--- src/design/hsu_regs.vh ---
`ifndef HSU_REGS_VH
`define HSU_REGS_VH

// primary opcodes, instruction bits 0-5
`define HSU_OP_STH_UPD 6'h2d
`define HSU_OP_EXT 6'h1f
`define HSU_OP_STM_WORD 6'h2f

// extended opcodes, instruction bits 21-30
`define HSU_XO_STH_UPD_X 10'h1b7
`define HSU_XO_STH_X 10'h197

// field positions, big-endian bit n sits at vector index 31-n
`define HSU_F_OPCD 31:26
`define HSU_F_SRC 25:21
`define HSU_F_BASE 20:16
`define HSU_F_INDEX 15:11
`define HSU_F_XO 10:1
`define HSU_F_DISP 15:0
`define HSU_F_HALF 15:0

// decoded instruction classes
`define HSU_CLS_NONE 3'h0
`define HSU_CLS_D_UPD 3'h1
`define HSU_CLS_X_UPD 3'h2
`define HSU_CLS_X_PLAIN 3'h3
`define HSU_CLS_MULT 3'h4

// memory access size codes
`define HSU_SIZE_HALF 2'h1
`define HSU_SIZE_WORD 2'h2

// last register of a multiple store, word stride
`define HSU_LAST_REG 5'h1f
`define HSU_WORD_STEP 32'h0000_0004

// fault cause bits
`define HSU_FAULT_ALIGN 2'h1
`define HSU_FAULT_DSI 2'h2

`endif

--- src/design/hsu_gpr_file.v ---
`timescale 1ns/100ps
// general-purpose register array, one write and one registered read port
module hsu_gpr_file #(
	parameter DEPTH = 32,
	parameter IDX_W = 5
) (
	// clock and reset
	input wire core_clk,
	input wire reset_n,
	// write port
	input wire wr_en,
	input wire [IDX_W-1:0] wr_idx,
	input wire [31:0] wr_data,
	// read port, data one cycle after the index
	input wire [IDX_W-1:0] rd_idx,
	output reg [31:0] rd_data
);

	// array has no reset; software loads it before use
	reg [31:0] mem [0:DEPTH-1];

	// write side
	always @(posedge core_clk) begin
		if (wr_en) begin
			mem[wr_idx] <= wr_data;
		end
	end

	// read side, old value returned on a same-cycle write
	always @(posedge core_clk or negedge reset_n) begin
		if (!reset_n) begin
			rd_data <= 32'h0000_0000;
		end else begin
			rd_data <= mem[rd_idx];
		end
	end

endmodule

--- src/design/hsu_store_unit.v ---
// Function
// - opcode 45: halfword store with update
// - opcode 31/439: indexed halfword store, update
// - opcode 31/407: plain indexed halfword store
// - store low halfword of source register
// - displacement sign-extended, added unless base zero
// - index plus base, or index alone
// - update base only if nonzero, no fault
// - exception and condition registers stay untouched
// - opcode 47: store multiple word decode
// - store registers first through 31, consecutive words
// - multiple store address: base plus displacement
// - unaligned multiple store result is implementation-defined
`timescale 1ns/100ps
`include "hsu_regs.vh"

module hsu_store_unit (
	// clock and reset
	input wire core_clk,
	input wire reset_n,
	// instruction stream
	input wire instr_valid,
	input wire [31:0] instr_word,
	output reg instr_ready_reg,
	output reg done_reg,
	output reg illegal_reg,
	output reg fault_reg,
	output reg [1:0] fault_cause_reg,
	// register file load from the core
	input wire gpr_load_en,
	input wire [4:0] gpr_load_idx,
	input wire [31:0] gpr_load_data,
	// base register write-back report
	output reg gpr_upd_valid_reg,
	output reg [4:0] gpr_upd_idx_reg,
	output reg [31:0] gpr_upd_data_reg,
	// data memory port
	output reg mem_req_reg,
	output reg [31:0] mem_addr_reg,
	output reg [31:0] mem_wdata_reg,
	output reg [1:0] mem_size_reg,
	input wire mem_ack,
	input wire mem_align_err,
	input wire mem_dsi_err
);

	// sequencer states
	localparam S_IDLE = 3'h0;
	localparam S_BASE = 3'h1;
	localparam S_IDX = 3'h2;
	localparam S_SRC = 3'h3;
	localparam S_MEM = 3'h4;

	// instruction class from opcode fields
	function [2:0] hsu_decode;
		input [31:0] iw;
		begin
			hsu_decode = `HSU_CLS_NONE;
			if (iw[`HSU_F_OPCD] == `HSU_OP_STH_UPD) begin
				hsu_decode = `HSU_CLS_D_UPD;
			end else if (iw[`HSU_F_OPCD] == `HSU_OP_STM_WORD) begin
				hsu_decode = `HSU_CLS_MULT;
			end else if (iw[`HSU_F_OPCD] == `HSU_OP_EXT) begin
				if (iw[`HSU_F_XO] == `HSU_XO_STH_UPD_X) begin
					hsu_decode = `HSU_CLS_X_UPD;
				end else if (iw[`HSU_F_XO] == `HSU_XO_STH_X) begin
					hsu_decode = `HSU_CLS_X_PLAIN;
				end
			end
		end
	endfunction

	// base of zero means no base register at all
	function [31:0] hsu_ea;
		input [4:0] base_idx;
		input [31:0] base_val;
		input [31:0] offset;
		begin
			hsu_ea = (base_idx == 5'h00) ? offset : base_val + offset;
		end
	endfunction

	// sequencer and latched fields
	reg [2:0] state_reg, state_next;
	reg [2:0] cls_reg; // decoded class
	reg [4:0] base_idx_reg; // base register number
	reg [4:0] index_idx_reg; // index register number
	reg [4:0] src_idx_reg; // current source register
	reg [15:0] disp_reg; // raw displacement
	reg [31:0] base_val_reg; // base register contents
	reg [31:0] index_val_reg; // index register contents
	reg [31:0] ea_reg; // current effective address
	reg first_reg; // first word of the instruction

	// register file hookup
	reg [4:0] rd_idx;
	wire [31:0] rd_data;
	wire is_indexed;
	wire is_update;
	wire accept;
	wire mem_err;
	wire upd_fire;
	wire mult_more;
	wire [2:0] cls_in;
	wire [31:0] ea_first;
	wire gpr_wr_en;
	wire [4:0] gpr_wr_idx;
	wire [31:0] gpr_wr_data;

	assign cls_in = hsu_decode(instr_word);
	assign accept = (state_reg == S_IDLE) && instr_valid && instr_ready_reg &&
		(cls_in != `HSU_CLS_NONE);
	assign is_indexed = (cls_reg == `HSU_CLS_X_UPD) || (cls_reg == `HSU_CLS_X_PLAIN);
	assign is_update = (cls_reg == `HSU_CLS_D_UPD) || (cls_reg == `HSU_CLS_X_UPD);
	assign mem_err = mem_align_err || mem_dsi_err;
	// keep going until register 31 is stored
	assign mult_more = (cls_reg == `HSU_CLS_MULT) && (src_idx_reg != `HSU_LAST_REG);
	// write back only clean, nonzero-base update stores
	assign upd_fire = (state_reg == S_MEM) && mem_ack && !mem_err && is_update &&
		(base_idx_reg != 5'h00);

	// multiple store shares the displacement sum
	// indexed forms add the index register
	assign ea_first = hsu_ea(base_idx_reg, base_val_reg,
		is_indexed ? index_val_reg : {{16{disp_reg[15]}}, disp_reg});

	// update write wins; core loads only land while idle
	assign gpr_wr_en = upd_fire || (gpr_load_en && (state_reg == S_IDLE));
	assign gpr_wr_idx = upd_fire ? base_idx_reg : gpr_load_idx;
	assign gpr_wr_data = upd_fire ? ea_reg : gpr_load_data;

	// read index follows the sequencer one step ahead
	always @* begin
		case (state_reg)
			S_IDLE: rd_idx = instr_word[`HSU_F_BASE];
			S_BASE: rd_idx = is_indexed ? index_idx_reg : src_idx_reg;
			S_IDX: rd_idx = src_idx_reg;
			S_MEM: rd_idx = src_idx_reg + 5'h01;
			default: rd_idx = src_idx_reg;
		endcase
	end

	hsu_gpr_file #(
		.DEPTH(32),
		.IDX_W(5)
	) u_gpr (
		.core_clk(core_clk),
		.reset_n(reset_n),
		.wr_en(gpr_wr_en),
		.wr_idx(gpr_wr_idx),
		.wr_data(gpr_wr_data),
		.rd_idx(rd_idx),
		.rd_data(rd_data)
	);

	// next state
	always @* begin
		state_next = state_reg;
		case (state_reg)
			S_IDLE: begin
				if (accept) begin
					state_next = S_BASE;
				end
			end
			S_BASE: begin
				state_next = is_indexed ? S_IDX : S_SRC;
			end
			S_IDX: begin
				state_next = S_SRC;
			end
			S_SRC: begin
				state_next = S_MEM;
			end
			S_MEM: begin
				// a fault ends a multiple store early
				if (mem_ack) begin
					state_next = (!mem_err && mult_more) ? S_SRC : S_IDLE;
				end
			end
			default: begin
				state_next = S_IDLE;
			end
		endcase
	end

	// datapath and status registers
	always @(posedge core_clk or negedge reset_n) begin
		if (!reset_n) begin
			state_reg <= S_IDLE;
			cls_reg <= `HSU_CLS_NONE;
			base_idx_reg <= 5'h00;
			index_idx_reg <= 5'h00;
			src_idx_reg <= 5'h00;
			disp_reg <= 16'h0000;
			base_val_reg <= 32'h0000_0000;
			index_val_reg <= 32'h0000_0000;
			ea_reg <= 32'h0000_0000;
			first_reg <= 1'b0;
			instr_ready_reg <= 1'b0;
			done_reg <= 1'b0;
			illegal_reg <= 1'b0;
			fault_reg <= 1'b0;
			fault_cause_reg <= 2'h0;
			gpr_upd_valid_reg <= 1'b0;
			gpr_upd_idx_reg <= 5'h00;
			gpr_upd_data_reg <= 32'h0000_0000;
			mem_req_reg <= 1'b0;
			mem_addr_reg <= 32'h0000_0000;
			mem_wdata_reg <= 32'h0000_0000;
			mem_size_reg <= 2'h0;
		end else begin
			state_reg <= state_next;
			instr_ready_reg <= (state_next == S_IDLE);
			done_reg <= 1'b0;
			illegal_reg <= 1'b0;
			fault_reg <= 1'b0;
			gpr_upd_valid_reg <= 1'b0;
			case (state_reg)
				S_IDLE: begin
					// unknown encodings are reported, not executed
					if (instr_valid && instr_ready_reg && (cls_in == `HSU_CLS_NONE)) begin
						illegal_reg <= 1'b1;
					end
					if (accept) begin
						cls_reg <= cls_in;
						src_idx_reg <= instr_word[`HSU_F_SRC];
						base_idx_reg <= instr_word[`HSU_F_BASE];
						index_idx_reg <= instr_word[`HSU_F_INDEX];
						disp_reg <= instr_word[`HSU_F_DISP];
						first_reg <= 1'b1;
					end
				end
				S_BASE: begin
					base_val_reg <= rd_data;
				end
				S_IDX: begin
					index_val_reg <= rd_data;
				end
				S_SRC: begin
					// later words of a multiple store reuse ea_reg
					mem_req_reg <= 1'b1;
					first_reg <= 1'b0;
					if (first_reg) begin
						ea_reg <= ea_first;
						mem_addr_reg <= ea_first;
					end else begin
						mem_addr_reg <= ea_reg;
					end
					if (cls_reg == `HSU_CLS_MULT) begin
						mem_size_reg <= `HSU_SIZE_WORD;
						mem_wdata_reg <= rd_data;
					end else begin
						// only bits 16-31 of the source travel
						// memory puts bits 16-23 at the lower byte
						mem_size_reg <= `HSU_SIZE_HALF;
						mem_wdata_reg <= {16'h0000, rd_data[`HSU_F_HALF]};
					end
				end
				S_MEM: begin
					if (mem_ack) begin
						mem_req_reg <= 1'b0;
						if (mem_err) begin
							fault_reg <= 1'b1;
							fault_cause_reg <= (mem_align_err ? `HSU_FAULT_ALIGN : 2'h0) |
								(mem_dsi_err ? `HSU_FAULT_DSI : 2'h0);
						end else if (mult_more) begin
							src_idx_reg <= src_idx_reg + 5'h01;
							ea_reg <= ea_reg + `HSU_WORD_STEP;
						end else begin
							done_reg <= 1'b1;
						end
						if (upd_fire) begin
							gpr_upd_valid_reg <= 1'b1;
							gpr_upd_idx_reg <= base_idx_reg;
							gpr_upd_data_reg <= ea_reg;
						end
					end
				end
				default: begin
					mem_req_reg <= 1'b0;
				end
			endcase
		end
	end

endmodule

--- config.mk ---
export PLATFORM = sky130hd
export DESIGN_NAME = hsu_store_unit
export DESIGN_NICKNAME = d
export VERILOG_FILES = /design/src/design/hsu_gpr_file.v /design/src/design/hsu_store_unit.v
export VERILOG_INCLUDE_DIRS = /design/src /design/src/design
export SDC_FILE = /design/constraint.sdc
export NUM_CORES = 2
export LEC_CHECK = 0
export ABC_AREA = 1
export BUFFER_PORTS_ARGS = -buffer_cell sky130_fd_sc_hd__buf_4
export CORE_UTILIZATION = 25
export CTS_CLUSTER_SIZE = 28
export DETAILED_ROUTE_END_ITERATION = 8
export GPL_TIMING_DRIVEN = 1
export SLEW_MARGIN = 10
export SYNTH_ARGS = -nofsm -noshare
export SYNTH_HDL_FRONTEND = slang
export SYNTH_SLANG_ARGS = --single-unit
--- constraint.sdc ---
create_clock -name core_clk -period 4.8 [get_ports core_clk]
set_input_delay 0.24 -clock core_clk [delete_from_list [all_inputs] [get_ports core_clk]]
set_output_delay 0.24 -clock core_clk [all_outputs]
set_load 0.05 [all_outputs]
==> summary.md <==
| Metric | Value |
|---|---|
| Post-layout min period | roughly 4000 ps |
| CP Capture Type | flop |
| Layout cells sized above 1 | 0.09543 |
| Antenna violations before repair | 11 |
| Synth warn | 0 |
| Worst Hold Class | primary input to async pin |
| Worst slack, placed | roughly 840 ps |
| CP Max Fanout | 70 |
| Count of distinct cell types in the synthesized netlist | 45 |
| Wire per inst | roughly 21 um |
| Gp weighted congestion | between 0.9 and 1 |
| Setup TNS | 0 ps |
| Tot Pwr | roughly 48 mW |
| Combinational group share of total power | 0.477 |
| Worst EP required | 5230 ps |
| Final Hold Viols | 0 |
| DRC Markers | 0 |
| Final Setup Violations | 0 |
| Multi-input gate area | roughly 18,000 um^2 |
| Largest net degree at the start of global routing | 190 |
| Core area | around 240,000 um^2 |
| Chip height | between 400 and 500 um |
| Cell Pwr Density | 693.1 nW/um^2 |
| Dpl hpwl | roughly 120,000 um |
| Syn Std Cell Area | between 50,000 and 60,000 um^2 |
| R2r setup slk | between 700 and 800 ps |
| Seq cells post-synth | 1,296 |
| Async SR Flop Fraction | 0.2099 |
| Total Nets Final | roughly 6,300 |
| Via count of the routed design | between 40,000 and 50,000 |
| Ports | 187 |
| Non-Filler Instances | 9,490 |
| Most frequent CP cell | buf_4 |
| Crit path cell chain | dlygate4sd3_1 > buf_4 > nor3_2 > dlygate4sd3_1 > inv_1 > nor2_1 > nand3_4 > buf_4 > nand2_1 > nand3_1 > buf_4 > nor2_4 > buf_4 |
| R2R Path End | u_gpr.rd_data[12] |
| First DRT Iteration DRCs | around 5,600 |
| Grt total ovfl | 0 |
| Vias in the first global route | around 43,000 |
| P_sw | around 22 mW |
| Area contributors post-synth | edfxtp_1, nand2_1, dfrtp_1, nand3_1, inv_1 |
| First-pass GRT wire length | approximately 300,000 um |
| Final core occ | 0.2957 |
| Synth top area share | 0.5194 |
| Post-Layout Inst Area | 69,620 um^2 |
| Post-synth top cells | nand2_1, nand3_1, edfxtp_1 |
| Reg clk slew, reported paths | roughly 60 ps |
| Max-cap check violation count | 0 |
| CTS Root Cell | clkbuf_16 |
| Gate Count Post-Synth | around 6,000 |
| Syn Area/Cell | 9.743 um^2 |
| RSZ-0062 raised after global routing | no |
| Net Count, Synth | around 6,200 |
| Post-synthesis sequential area ratio | 0.6343 |
| Reg2reg start | state_reg[1] |
| Worst IR drop on VDD | about 1500 uV |
| CTS Buf Count | roughly 140 |
| Outcome | completed |
| Most frequent cell after synthesis | nand2_1 |
| FMAX | 248.3 MHz |
| Layout Skew | 51.79 ps |
| Worst Path Arrival | 4460 ps |
| Clock sink count | 1,296 |
| Internal power | between 20 and 30 mW |
| Final slew viol count | 0 |
| Final period util | 0.8391 |
| Post-CTS Setup Inserts | 0 |
| Placed instance area | 64,530 um^2 |
| Sequential fraction of design power | 0.293 |
| Worst slew pin tran | ~1200 ps |
| Cts repair resizes | 0 |
| Register area | approximately 38,000 um^2 |
| FF-to-FF path depth | 15 |
| Relative slew margins | 0.1706 |
| CTS tree | yes |
| Site Rows | 178 |
| Layout filler cell count | 24,328 |
| CP Class | primary input to flop |
| Sw frac | 0.4631 |
| Tot GR Track Use | 0.1666 |
| Clk pwr share | 0.230 |
| Most area-hungry cell type in the Yosys netlist | edfxtp_1 |
| CTS H-Tree Depth | 4 |
| Static leakage | approximately 30 nW |
| Critical path startpoint category | primary input |
| Antenna Nets Post-Route | 0 |
| # hold bufs at CTS | 37 |
| Commonest register cell after synthesis | edfxtp_1 |
| Biggest register | u_gpr.mem |
| Total wire length | around 200,000 um |
| Worst path max stage delay | approximately 700 ps |
| Initial core utilization | 0.2515 |
| PortBufs | 186 |
| Minimum hold slack | 40.12 ps |
| Max clock buf depth | 3 |
| Via density | 4.725 |
| Top delay family on crit path | buffers and inverters |
| Die width | 488.6 um |
| Max reg flops | just over 1,000 |
| Antenna Cells | 0 |
| Setup ws final | ~770 ps |
| Dpl cells | 9,198 |
| First drt pass iteration count | 6 |
| Area growth, synth to finish | 17.59% |
| Worst-skew pair later-pin latency | approximately 800 ps |
| EDFF count, synth | around 1,000 |
| Crit path max-delay cell type | dlygate4sd3_1 |
| Die area | between 200,000 and 250,000 um^2 |
| WP buf/inv | 7 |
## per-layer routing
| metal | track usage | vias up | part of all wire |
|---|---|---|---|
| met1 | 0.2316 | 22018 | 0.43 |
| met3 | 0.02849 | 284 | 0.082 |
| met5 | 0 | - | 0.000064 |
| li1 | - | 20535 | - |
| met2 | 0.2625 | 1998 | 0.46 |
| met4 | 0.05178 | 2 | 0.029 |
## worst reg2reg max path, cell delays in order, from the launching register on
cell	delay [ps]
dfrtp_1	440
nor2_2	100
nand2_2	70
buf_4	550
inv_2	500
nand2_1	240
nand3_1	140
nor2_4	610
buf_12	320
buf_4	410
nand3_1	120
nand3_1	120
nand3_1	140
nand2_1	100
nand2_1	50
nand2_1	90
## power groups by stage
stage	registers, mW	clock network (mW)	logic (mW)
4_1_cts	14.1	11.2	22.9
2_1_floorplan	14.7	0	15.1
3_5_place_dp	14.3	0	22.8
6_report	14.2	11.1	23.0
5_1_grt	14.2	11.7	25.3
3_3_place_gp	14.3	0	22.7
## area by class of cell
type	count	area share
clock buffer	173	0.05336
clock inverter	82	0.01443
inverter	641	0.03461
multi-input combinational	3790	0.2552
sequential	1296	0.5394
tap	3150	0.05661
timing repair buffer	358	0.04633
## cell families after synthesis
kind of cell / after synthesis / synth area share
flip-flops: 1296 / 0.6343
multiplexers: 1 / 0.0001902
XOR/XNOR: 26 / 0.003846
AND/OR/NAND/NOR: 3437 / 0.2559
buffers and inverters: 991 / 0.07141
AO/OA/AOI/OAI: 288 / 0.02612
adder cells (fa/ha/maj): 38 / 0.008157
## placed cells by master (no fill, tap or decap), types with 54 or more instances in the layout
cell and instances:
clkbuf_16 138, nor2_1 122, nand2_1 1925, nand3_1 1099, dfrtp_1 272, nand3b_1 198, a21oi_1 54, o21ai_0 173
edfxtp_1 1024, buf_4 285, inv_1 631
## how the worst max path moves through the flow
stage,from,end,slack (ps),cells past startpoint
5_1_grt,cls_reg[2],ea_reg[12],570,18
2_1_floorplan,state_reg[1],u_gpr.mem[29][0],1220,10
4_1_cts,mem_align_err,u_gpr.mem[8][21],810,13
6_report,mem_align_err,u_gpr.mem[4][27],770,13
3_5_place_dp,state_reg[1],u_gpr.rd_data[12],840,15
3_3_place_gp,state_reg[1],u_gpr.rd_data[12],810,15
Note: power is estimated with default switching activity, not from simulation.
